File: config.mk
export PLATFORM = sky130hd
export DESIGN_NAME = rfm_top
export DESIGN_NICKNAME = d
export VERILOG_FILES = /design/src/rfm_pkg.sv /design/src/rfm_top.sv
export SDC_FILE = /design/constraint.sdc
export NUM_CORES = 1
export LEC_CHECK = 0
export BUFFER_PORTS_ARGS = -buffer_cell sky130_fd_sc_hd__buf_2
export CORE_MARGIN = 3
export CORE_UTILIZATION = 56
export CTS_CLUSTER_SIZE = 30
export DETAILED_ROUTE_END_ITERATION = 12
export PLACE_DENSITY = 0.77
export SYNTH_ARGS = -nofsm -noshare
export SYNTH_HDL_FRONTEND = slang
export SYNTH_SLANG_ARGS = --single-unit
File: constraint.sdc
create_clock -name aclk -period 2.6 [get_ports aclk]
set_input_delay 0.65 -clock aclk [delete_from_list [all_inputs] [get_ports aclk]]
set_output_delay 0.65 -clock aclk [all_outputs]
set_load 0.01 [all_outputs]
File: src/rfm_pkg.sv
// Function
// [RULE_01] Fire squib on front plus safing sensor
// [RULE_02] Lamp on seven seconds after ignition on; code times it from reset release, ignition_on not used
// [RULE_03] Diagnose while ignition on, pause when cranking
// [RULE_04] Any detected fault lights the lamp
// [RULE_05] Lamp stays latched until code erased
// [RULE_06] Derive numeric code, keep it stored
// [RULE_07] Count lamp-on minutes, at most 9999
// [RULE_08] Scan tool reads and erases stored data
// [RULE_09] Count scan-tool erasures, at most 250
// [RULE_10] Driver inflator short 21, open 22
// [RULE_11] Passenger inflator short 24, open 25
// [RULE_12] Crank timing 33, capacitor high 31, low 32
// [RULE_13] Connector unlocked or lock switch open 34
// [RULE_14] First ignition supply feeds low 41, 42
// [RULE_15] Lamp circuit 43, lamp driver 44
// [RULE_16] Only 34, 41, 42, 43 auto erasable
// [RULE_17] Auto erase after clean 5-second interval
// [RULE_18] Last auto erase clears lamp and durations
// [RULE_19] Auto erase not counted, none while cranking
// [RULE_20] Counters saturate instead of wrapping
// [RULE_21] Ticks from prescaled clock, restart at reset
package rfm_pkg;
  localparam int CLK_PERIOD_NS = 8;
  localparam int SEC_NS = 1_000_000_000;
  localparam int SEC_CYCLES_DEF = SEC_NS / CLK_PERIOD_NS;
  localparam int LAMP_CHECK_S = 7;
  localparam int AUTO_ERASE_S = 5;
  localparam int MINUTE_S = 60;
  localparam logic [13:0] DUR_MAX = 14'd9999;
  localparam logic [7:0] ERASE_MAX = 8'hfa;
  localparam int NSLOT = 12;
  // Slot order matches the fault input vector
  localparam logic [7:0] CODE_TABLE [NSLOT] = '{
    8'h15, 8'h16, 8'h18, 8'h19, 8'h1f, 8'h20,
    8'h21, 8'h22, 8'h29, 8'h2a, 8'h2b, 8'h2c};
  localparam logic [NSLOT-1:0] AUTO_MASK = 12'h780;
  // Register byte offsets
  localparam logic [7:0] REG_ERASE = 8'h00;
  localparam logic [7:0] REG_STORED = 8'h04;
  localparam logic [7:0] REG_DURATION = 8'h08;
  localparam logic [7:0] REG_ERASE_CNT = 8'h0c;
  localparam logic [7:0] REG_LAST_CODE = 8'h10;
  localparam logic [7:0] REG_CODE_SEL = 8'h14;
  localparam logic [7:0] REG_CODE_VAL = 8'h18;
  localparam int ERASE_BIT = 0;
  localparam int VAL_STORED_BIT = 8;
  localparam logic [1:0] RESP_OKAY = 2'h0;
  localparam logic [1:0] RESP_SLVERR = 2'h2;
  typedef enum logic [1:0] {
    PH_CHECK = 2'h1,
    PH_RUN = 2'h2
  } rfm_phase_t;
endpackage : rfm_pkg

File: src/rfm_top.sv
// Design decisions made here: the register addresses and the AXI4-Lite register port.
`timescale 1ns/10ps
module rfm_top
  import rfm_pkg::*;
#(
  parameter int SEC_CYCLES = SEC_CYCLES_DEF,
  parameter int AW = 8
) (
  input wire logic aclk,
  input wire logic aresetn,
  input wire logic ignition_on,
  input wire logic cranking,
  input wire logic front_sensor_left,
  input wire logic front_sensor_right,
  input wire logic safing_sensor,
  input wire logic drv_squib_short,
  input wire logic drv_squib_open,
  input wire logic pas_squib_short,
  input wire logic pas_squib_open,
  input wire logic cap_volt_high,
  input wire logic cap_volt_low,
  input wire logic crank_timing_fault,
  input wire logic connector_unlocked,
  input wire logic ignition_supply_one_feed_a_low,
  input wire logic ignition_supply_one_feed_b_low,
  input wire logic lamp_circuit_fault,
  input wire logic lamp_driver_fault,
  output logic squib_fire,
  output logic warning_lamp,
  input wire logic [AW-1:0] awaddr,
  input wire logic awvalid,
  output logic awready,
  input wire logic [31:0] wdata,
  input wire logic [3:0] wstrb,
  input wire logic wvalid,
  output logic wready,
  output logic [1:0] bresp,
  output logic bvalid,
  input wire logic bready,
  input wire logic [AW-1:0] araddr,
  input wire logic arvalid,
  output logic arready,
  output logic [31:0] rdata,
  output logic [1:0] rresp,
  output logic rvalid,
  input wire logic rready
);
  // Mapped word addresses; anything else answers SLVERR
  function automatic logic addr_ok(input logic [AW-1:0] a);
    logic [7:0] b;
    b = 8'(a);
    addr_ok = (a == AW'(b)) &&
      (b == REG_ERASE || b == REG_STORED || b == REG_DURATION ||
       b == REG_ERASE_CNT || b == REG_LAST_CODE ||
       b == REG_CODE_SEL || b == REG_CODE_VAL);
  endfunction : addr_ok
  function automatic logic [7:0] code_of(input logic [3:0] s);
    code_of = (s < 4'(NSLOT)) ? CODE_TABLE[s] : 8'h00; // [RULE_06]
  endfunction : code_of
  // Timer state
  logic [31:0] sec_cnt, next_sec_cnt;
  logic [3:0] chk_sec, next_chk_sec;
  logic [2:0] five_sec, next_five_sec;
  logic [5:0] min_sec, next_min_sec;
  rfm_phase_t phase, next_phase;
  logic sec_tick, five_tick, min_tick;
  // Fault state
  logic [NSLOT-1:0] fault_vec, stored, next_stored, clean, next_clean;
  logic [NSLOT-1:0] auto_mask;
  logic [13:0] duration, next_duration;
  logic [7:0] erase_cnt, next_erase_cnt;
  logic [7:0] last_code, next_last_code;
  logic next_lamp, next_squib, diag_en, scan_erase, erase_any;
  // Bus state
  logic aw_held, next_aw_held, w_held, next_w_held;
  logic [AW-1:0] awaddr_q, next_awaddr_q;
  logic [31:0] wdata_q, next_wdata_q;
  logic [3:0] wstrb_q, next_wstrb_q;
  logic [3:0] code_sel, next_code_sel;
  logic next_bvalid, next_rvalid, do_write;
  logic [1:0] next_bresp, next_rresp;
  logic [31:0] next_rdata, rd_word;
  // Prescaled second, 5 s and minute ticks; all restart at reset
  always_comb begin
    sec_tick = (sec_cnt == 32'(SEC_CYCLES - 1)); // [RULE_21]
    five_tick = sec_tick && (five_sec == 3'(AUTO_ERASE_S - 1));
    min_tick = sec_tick && (min_sec == 6'(MINUTE_S - 1));
    next_sec_cnt = sec_tick ? '0 : sec_cnt + 32'h1;
    next_five_sec = five_sec;
    next_min_sec = min_sec;
    if (sec_tick) begin
      next_five_sec = five_tick ? '0 : five_sec + 3'h1;
      next_min_sec = min_tick ? '0 : min_sec + 6'h1;
    end
    next_phase = phase;
    next_chk_sec = chk_sec;
    case (phase)
      PH_CHECK: begin
        if (sec_tick) begin
          if (chk_sec == 4'(LAMP_CHECK_S - 1)) begin
            next_phase = PH_RUN; // [RULE_02]
          end else begin
            next_chk_sec = chk_sec + 4'h1;
          end
        end
      end
      PH_RUN: begin
        next_phase = PH_RUN;
      end
      default: begin
        next_phase = PH_CHECK;
      end
    endcase
  end

  always_ff @(posedge aclk) begin
    if (!aresetn) begin
      sec_cnt <= '0;
      chk_sec <= '0;
      five_sec <= '0;
      min_sec <= '0;
      phase <= PH_CHECK;
    end else begin
      sec_cnt <= next_sec_cnt;
      chk_sec <= next_chk_sec;
      five_sec <= next_five_sec;
      min_sec <= next_min_sec;
      phase <= next_phase;
    end
  end

  // Fault slots, codes, counters, lamp and squib
  always_comb begin
    fault_vec = {lamp_driver_fault, lamp_circuit_fault, // [RULE_15]
      ignition_supply_one_feed_b_low, // [RULE_14]
      ignition_supply_one_feed_a_low,
      connector_unlocked, crank_timing_fault, // [RULE_13] [RULE_12]
      cap_volt_low, cap_volt_high,
      pas_squib_open, pas_squib_short, // [RULE_11]
      drv_squib_open, drv_squib_short}; // [RULE_10]
    diag_en = ignition_on && !cranking; // [RULE_03]
    scan_erase = do_write && (awaddr_q == AW'(REG_ERASE)) &&
      wstrb_q[0] && wdata_q[ERASE_BIT]; // [RULE_08]
    next_clean = clean;
    auto_mask = '0;
    next_last_code = last_code;
    for (int i = 0; i < NSLOT; i++) begin
      // Auto-erasable slot is erased at the tick only if the fault stayed away all along
      if (five_tick) begin
        if (stored[i] && AUTO_MASK[i] && clean[i] && !fault_vec[i] &&
            !cranking) begin
          auto_mask[i] = 1'b1; // [RULE_16] [RULE_17] [RULE_19]
        end
        next_clean[i] = 1'b1;
      end
      if (fault_vec[i]) begin
        next_clean[i] = 1'b0;
      end
      if (diag_en && fault_vec[i] && !stored[i]) begin
        next_last_code = code_of(4'(i)); // [RULE_06]
      end
    end
    erase_any = scan_erase || (auto_mask != '0);
    next_stored = stored & ~auto_mask;
    if (scan_erase) begin
      next_stored = '0;
    end
    // A fault seen in the erase cycle still gets stored
    if (diag_en) begin
      next_stored = next_stored | fault_vec; // [RULE_04]
    end
    next_duration = duration;
    if (scan_erase || ((auto_mask != '0) && (next_stored == '0))) begin
      next_duration = '0; // [RULE_18]
    end else if (min_tick && (stored != '0) && (duration < DUR_MAX)) begin
      next_duration = duration + 14'h1; // [RULE_07] [RULE_20]
    end
    next_erase_cnt = erase_cnt;
    if (scan_erase && (erase_cnt < ERASE_MAX)) begin
      next_erase_cnt = erase_cnt + 8'h1; // [RULE_09] [RULE_20]
    end
    next_lamp = (next_phase == PH_CHECK) || (next_stored != '0) ||
      (diag_en && (fault_vec != '0)); // [RULE_05]
    next_squib = (front_sensor_left || front_sensor_right) &&
      safing_sensor; // [RULE_01]
  end
  // Nonvolatile contents modelled as flops; a real part backs them up
  always_ff @(posedge aclk) begin
    if (!aresetn) begin
      stored <= '0;
      clean <= '0;
      duration <= '0;
      erase_cnt <= '0;
      last_code <= '0;
      warning_lamp <= 1'b1;
      squib_fire <= 1'b0;
    end else begin
      stored <= next_stored;
      clean <= next_clean;
      duration <= next_duration;
      erase_cnt <= next_erase_cnt;
      last_code <= next_last_code;
      warning_lamp <= next_lamp;
      squib_fire <= next_squib;
    end
  end

  // AXI4-Lite slave: one write and one read at a time
  always_comb begin
    awready = !aw_held && !bvalid;
    wready = !w_held && !bvalid;
    arready = !rvalid;
    do_write = aw_held && w_held && !bvalid;
    next_aw_held = aw_held;
    next_w_held = w_held;
    next_awaddr_q = awaddr_q;
    next_wdata_q = wdata_q;
    next_wstrb_q = wstrb_q;
    next_bvalid = bvalid;
    next_bresp = bresp;
    next_code_sel = code_sel;
    if (awvalid && awready) begin
      next_aw_held = 1'b1;
      next_awaddr_q = awaddr;
    end
    if (wvalid && wready) begin
      next_w_held = 1'b1;
      next_wdata_q = wdata;
      next_wstrb_q = wstrb;
    end
    if (do_write) begin
      next_aw_held = 1'b0;
      next_w_held = 1'b0;
      next_bvalid = 1'b1;
      next_bresp = addr_ok(awaddr_q) ? RESP_OKAY : RESP_SLVERR;
      if (awaddr_q == AW'(REG_CODE_SEL) && wstrb_q[0]) begin
        next_code_sel = wdata_q[3:0];
      end
    end else if (bvalid && bready) begin
      next_bvalid = 1'b0;
    end
    case (8'(araddr))
      REG_STORED: rd_word = 32'(stored); // [RULE_08]
      REG_DURATION: rd_word = 32'(duration);
      REG_ERASE_CNT: rd_word = 32'(erase_cnt); // [RULE_09]
      REG_LAST_CODE: rd_word = 32'(last_code);
      REG_CODE_SEL: rd_word = 32'(code_sel);
      REG_CODE_VAL: begin
        rd_word = 32'(code_of(code_sel));
        if (code_sel < 4'(NSLOT)) begin
          rd_word[VAL_STORED_BIT] = stored[code_sel];
        end
      end
      default: rd_word = '0;
    endcase
    next_rvalid = rvalid;
    next_rdata = rdata;
    next_rresp = rresp;
    if (arvalid && arready) begin
      next_rvalid = 1'b1;
      next_rresp = addr_ok(araddr) ? RESP_OKAY : RESP_SLVERR;
      next_rdata = addr_ok(araddr) ? rd_word : '0;
    end else if (rvalid && rready) begin
      next_rvalid = 1'b0;
    end
  end

  always_ff @(posedge aclk) begin
    if (!aresetn) begin
      aw_held <= 1'b0;
      w_held <= 1'b0;
      awaddr_q <= '0;
      wdata_q <= '0;
      wstrb_q <= '0;
      bvalid <= 1'b0;
      bresp <= RESP_OKAY;
      rvalid <= 1'b0;
      rdata <= '0;
      rresp <= RESP_OKAY;
      code_sel <= '0;
    end else begin
      aw_held <= next_aw_held;
      w_held <= next_w_held;
      awaddr_q <= next_awaddr_q;
      wdata_q <= next_wdata_q;
      wstrb_q <= next_wstrb_q;
      bvalid <= next_bvalid;
      bresp <= next_bresp;
      rvalid <= next_rvalid;
      rdata <= next_rdata;
      rresp <= next_rresp;
      code_sel <= next_code_sel;
    end
  end
endmodule : rfm_top

* After elaboration in Yosys (flattened, before gate mapping)
Memories as Yosys holds them, arrays and structs flattened.
Cells that the tools add are included.
** Storage, ports and cells
- Input bits :: 76
- Register bits after elaboration :: 150
- Output and inout port bits :: 43
- Memories :: 1
- Logic and storage cells :: 224
- ROM bits :: 128
** Memory list
- (name not given) :: depth 16, width 8, rd ports 1, clocked after Yosys merged registers in 0, write ports 0, RTL line rfm_top.sv:58 : code_of = (s < 4'(NSLOT)) ? CODE_TABLE[s] : 8'h00;
** Operators by class
- Muxes and demuxes :: 41
- Bitwise logic cells :: 6
- Reduce and logical (&&, ||, !) cells :: 118
- $add $sub $neg :: 6
- Eq/ne operators :: 19
- Order comparisons :: 5
** Operator list (number)
- 14-bit case mux with 6 select lines :: 1
- 6-bit two-way mux :: 13
- 1-bit logical AND :: 58
- 8-bit by 5-bit equality test with 1-bit output, second input constant :: 6
- 12-bit nonzero test :: 4
- 32-bit by 1-bit adder with 32-bit output, second input constant :: 1
- 32-bit by 27-bit equality test with 1-bit output, second input constant :: 1
- 8-bit by 4-bit equality test with 1-bit output, second input constant :: 4
- 32-bit two-way mux :: 1
- 12-bit two-way mux :: 2
- 8-bit two-way mux :: 3
- 1-bit zero test :: 21
- 8-bit by 3-bit equality test with 1-bit output, second input constant :: 2
- 8-bit zero test :: 2
- 1-bit logical OR :: 16
- 2-bit OR reduction :: 8
- 14-bit by 1-bit adder with 14-bit output, second input constant :: 1
- 14-bit less-than comparator, second input constant :: 1
- 1-bit two-way mux :: 14
- 12-bit AND :: 1
- 12-bit zero test :: 1
- 11-bit inverter with 12-bit output :: 1
- 12-bit bitwise OR :: 1
- 11-bit nonzero test :: 1
- 25 further kinds :: 31

* Logic depth before layout (Yosys ltp)
- Depth in word-level cells :: 16
- Gate-level depth with buffers :: 10
- Gate-level depth less buffers :: 9

* Least setup slack after synthesis
OpenSTA, ideal clock, no wires.
- Path type :: input to register
- From :: in araddr[0]
- To :: reg rdata[2]
- Slack :: 0.512 ns
- Arrival time :: 2.023 ns
- Data required time :: 2.535 ns
- Buffers on the path :: 0
- Library setup time :: 0.065 ns
- Stages :: 6
- Path through :: or4_1 nor3_1 nand3_1 a311oi_1 a21oi_1 nor2_1
** On the way
- Word-level cells in the longest chain between the ends :: 8
- Elaborated cells between the ends (all ways) :: 15
- Classes of those cells :: eq/ne: 6; mux: 2; reduce/logical: 7
** Ends and longest elaborated chain
- start, declared :: RTL line rfm_top.sv:40 : input wire logic [AW-1:0] araddr,
- 8-bit by 3-bit equality test with 1-bit output or 8-bit zero test (tied branches) :: RTL line rfm_top.sv:53, rfm_top.sv:242
- 1-bit logical OR (3 in a row) :: RTL line rfm_top.sv:53 : (b == REG_ERASE || b == REG_STORED || b == REG_DURATION ||
- 1-bit logical OR (2 in a row) :: RTL line rfm_top.sv:54 : b == REG_ERASE_CNT || b == REG_LAST_CODE ||
- 1-bit logical OR :: RTL line rfm_top.sv:55 : b == REG_CODE_SEL || b == REG_CODE_VAL);
- 32-bit two-way mux * :: RTL line rfm_top.sv:262 : next_rdata = addr_ok(araddr) ? rd_word : '0;
- end signal, assigned :: RTL line rfm_top.sv:290 : rdata <= next_rdata;
- end, declared :: RTL line rfm_top.sv:43 : output logic [31:0] rdata,
Mark *: on every way between the ends. The rest lies on a longest branch, timed or not.
A chain may end at the register's enable or synchronous reset.

* Worst setup path in the final report
- From :: reg wdata_q[0]
- To :: reg duration[3]
** On the way
- Word-level cells in the longest chain between the ends :: 8
** Ends and longest elaborated chain
- start, declared :: RTL line rfm_top.sv:77 : logic [31:0] wdata_q, next_wdata_q;
- start signal, assigned :: RTL line rfm_top.sv:285 : wdata_q <= next_wdata_q;
- 1-bit logical AND * :: RTL line rfm_top.sv:143 : wstrb_q[0] && wdata_q[ERASE_BIT];
- 12-bit two-way mux :: RTL line rfm_top.sv:165 : if (scan_erase) begin
- 12-bit bitwise OR :: RTL line rfm_top.sv:170 : next_stored = next_stored | fault_vec;
- 12-bit two-way mux :: RTL line rfm_top.sv:169 : if (diag_en) begin
- 12-bit zero test :: RTL line rfm_top.sv:173 : if (scan_erase || ((auto_mask != '0) && (next_stored == '0))) begin
- 1-bit logical AND :: RTL line rfm_top.sv:173
- 1-bit logical OR * :: RTL line rfm_top.sv:173
- 2-bit OR reduction (no line) *
- end signal, assigned :: RTL line rfm_top.sv:200 : duration <= next_duration;
- end, declared :: RTL line rfm_top.sv:70 : logic [13:0] duration, next_duration;
Marked as above.

==> impl.org <==
** STA
- Total setup violations reported at the end of the flow :: 0
- After layout, the minimum clock period comes to 2.38 ns.
- Period Utilization, post-route :: 91.6%
- For the final database, setup skew stands at 0.00699 ns.
- Worst Hold Slack :: 0.431 ns
- Final-layout setup total negative slack :: 0 ns
- For the pin with the worst max-slew slack, the measured transition is 0.754 ns.
- Unrepaired setup endpoints after global routing :: no
- Max-slew violation count :: 0
- For this run, the top clock speed supported by timing is about 420 MHz.
- Relative slew margins :: between 40% and 50%
- The count of endpoints failing hold in the final timing report is 0.

** GRT
- Total GRT Usage :: roughly 25%
- Number of global-route vias before repair :: approximately 5,600
- Pin count of the biggest net entering global routing :: around 40
- Number of antenna violations at the first check in global routing :: 0
- Global-route wire length before repair :: 26.1 mm
- Remaining Overflow, GRT :: 0

** Setup path
- Critical Path AT :: between 2 and 3 ns
- Worst flop-to-flop path startpoint :: wdata_q[0]
- Logic depth of the worst register-to-register path :: 6
- In this run the worst setup path begins at wdata_q[0].
- On the worst path, the slowest cell contributes a delay of 0.57 ns.
- STA classifies the critical path startpoint as a flip-flop.
- Path length in cells of the critical path :: 6
- Worst path slowest cell :: nor4bb_1
- The signal on the critical path passes through nor4bb_1 -> nand3_4 -> a22oi_2 -> o221a_2 -> a31o_2 -> nor2_1.
- STA puts the critical path data required time at ~2.9 ns.
- CP top delay family :: simple AND/OR/NAND/NOR gates
- The worst setup path is of the flip-flop to flip-flop kind.
- Setup slack on the worst flop-to-flop path :: 0.22 ns
- Maximum fanout encountered on the critical timing path :: 16
- The worst setup path is captured at a flip-flop.
- The number of buffers and inverters on the critical path is 0.

** Clock network
- Post-CTS timing repair inserted 0 buffers for setup.
- CTS buffer count :: 17
- CTS sink count :: 130
- Clock tree from TritonCTS :: built
- Clock tree synthesis selected as its root buffer the cell clkbuf_16.
- Clock latency on the worst-skew pair :: approximately 0.42 ns
- Buffers inserted to repair hold after CTS numbered 0.
- Counting along the longest clock path gives a buffer depth of 2.
- Number of levels the H-tree was split into :: 4
- Clock slew at reported path FFs :: 0.06 ns
- Post-CTS resize count :: 0

** Die
- Initial core utilization :: about 58%
- Placeable Area :: 11,500 sq um
- Die X :: 115 um
- Num ports :: 119
- Row generation in the floorplan step produced 39 rows.
- Total Die Area :: 13,100 sq um
- Die height :: 115 um

** Synth
- Post-synthesis sequential area ratio :: 39.4%
- Yosys printed 0 warnings.
- Number of synthesized register bits :: between 100 and 150
- Post-synth ARST share :: 0%
- A synthesized cell averages 8.40 sq um.
- Main synth FF type :: dfxtp_1
- In this run, synthesis inferred 0 flip-flops with an integrated enable.
- Synthesis produced 787 cells.
- Cell area after synthesis :: 6610 sq um
- The netlist uses 67 different library cells.

** Job
- Total of max-cap violations :: 0

** Cells and area
- From synthesis to final layout, the design area changed by 14.8%.
- The layout has 948 filler cells.
- Sequential Area :: 2600 sq um
- Cells with a size suffix above 1 make up 16.8% of the layout.
- In the final design database the tool counted 939 nets.
- The library cell used most frequently in the layout, excluding fill and tap cells, is dfxtp_1.
- In the layout the commonest cells are dfxtp_1 (130), nor2_1 (124), nand2_1 (80).
- Antenna Cells :: 0
- Summing all multi-input logic gate instances after layout gives roughly 3700 sq um.

** Power
- Sequential cell fraction of total power :: 43.1%
- In this run the static leakage power is 3.03 nW.
- The internal portion of the total power is 0.00372 W.
- For this design the total switching power over the nets is 0.00112 W.
- Power density over the cells :: 638 nW/um^2
- Power share of the clock group :: approximately 50%
- Switching power as a share of total power :: 23.1%
- IR analysis of the VDD net gives a maximum drop of 0.000474 V.
- In this run, the combinational gates consume under 10% of the power.

** Placed design
- Port Buffers :: 67
- Routability congestion estimate from global placement :: 0.933
- Detailed placement finished with a half-perimeter wire length of 11.4 mm.

** Worst hold path
- Hold Path Class :: primary input to flip-flop
- Hold path startpoint :: rready
- Hold Path Stages :: 2

** Detailed routing
- TritonRoute pass-1 iters :: 5
- Routed via count divided by cell count :: 5.76
- First-iteration detailed-routing DRC count :: between 300 and 400
- For this run, design rule violations remaining after detail routing come to 0.
- For this block, the via count after detailed routing is 5,795.
- The detail route stage leaves a number of antenna-violating nets equal to 0.
- After detailed routing, the average wire length per cell comes to 15.6 um.
- The routed design has 15.7 mm of wire.

** Outcome
- Outcome :: finished, final reports clean
==> layout make-up <==
class / instances / area share [%]
multi-input cells: 601 / 48.6
inverters: 22 / 1.09
repair buffers: 78 / 5.67
flip-flops and latches: 130 / 34.3
clock inverters: 7 / 1.29
clock buffers: 25 / 6.66
well taps: 143 / 2.36
==> synth_stat cells, drive strengths merged (3+ instances only) <==
library cell,n,area share [%]
a211oi,6,0.68
a21oi,45,3.4
a221oi,6,0.79
a222oi,3,0.45
a22o,3,0.40
a22oi,20,2.4
a31oi,3,0.28
and2,5,0.47
and3,12,1.1
buf,34,3.6
clkbuf,19,1.1
dfxtp,130,39
ha,13,2.5
inv,22,1.2
mux2,4,0.68
mux2i,17,2.6
mux4,3,1.0
nand2,81,4.6
nand2b,8,0.76
nand3,29,2.5
nand3b,5,0.57
nand4,18,1.9
nor2,130,7.8
nor2b,12,1.1
nor3,19,1.7
nor3b,5,0.64
nor4,12,2.0
o21a,3,0.34
o21ai,30,2.3
or3,9,0.85
or4,5,0.62
xnor2,21,2.8
xor2,30,4.0
==> registers in the layout, indices dropped and copies added (netlist names) <==
name          cells
awaddr_q          8
rdata            14
stored           12
wstrb_q           1
erase_cnt         8
five_sec          3
bresp             1
rvalid            1
clean             4
warning_lamp      1
w_held            1
duration         14
bvalid            1
aw_held           1
code_sel          4
chk_sec           4
squib_fire        1
rresp             1
phase             2
min_sec           6
wdata_q           4
last_code         6
sec_cnt          32
==> cells by family (layout without fill, tap and decap cells) <==
| kind of cell | Yosys count | in the layout | synth area share, % |
|---|---|---|---|
| other cells | 1 | 20 | 0.0567 |
| simple gates | 358 | 358 | 28.1 |
| buf+inv | 75 | 132 | 5.88 |
| mux | 24 | 24 | 4.28 |
| xor+xnor | 51 | 51 | 6.75 |
| compound gates | 135 | 135 | 13.1 |
| flops | 130 | 130 | 39.4 |
| fa+ha+maj | 13 | 13 | 2.46 |
==> per-stage QoR <==
stage | area (sq um) | util, % | worst slack [ns] | cells | total power (W)
floorplan | 6680 | - | 0.512 | 806 | 0.00238
CTS | 7590 | 66.2 | 0.246 | 1006 | 0.00485
detailed placement | 6990 | 60.9 | 0.251 | 974 | 0.00248
global placement | 6990 | 60.9 | 0.315 | 974 | 0.00247
global route | 7590 | 66.2 | 0.0858 | 1006 | 0.00499
finish | 7590 | 66.2 | 0.217 | 1006 | 0.00484
==> per-layer routing <==
metal	up-vias	track usage, %	part of all wire, %
met1	2743	29.7	43
li1	2841	-	-
met4	0	10.6	2.8
met2	168	42.4	50
met5	-	0	0
met3	43	4.81	4.8
==> final timing paths <==
| path | endpoint |
|---|---|
| max reg2reg | duration[3] |
| max | duration[3] |
| min reg2reg | last_code[4] |
| min | rvalid |
==> power groups by stage <==
| stage | registers (W) | logic, W | clock network, W |
|---|---|---|---|
| 2_1_floorplan | 0.00211 | 0.000264 | 0 |
| 3_3_place_gp | 0.00212 | 0.000343 | 0 |
| 3_5_place_dp | 0.00213 | 0.000353 | 0 |
| 4_1_cts | 0.00209 | 0.000356 | 0.00241 |
| 5_1_grt | 0.00209 | 0.000400 | 0.00250 |
| 6_report | 0.00209 | 0.000358 | 0.00239 |
(Power assumes the default switching activity.)
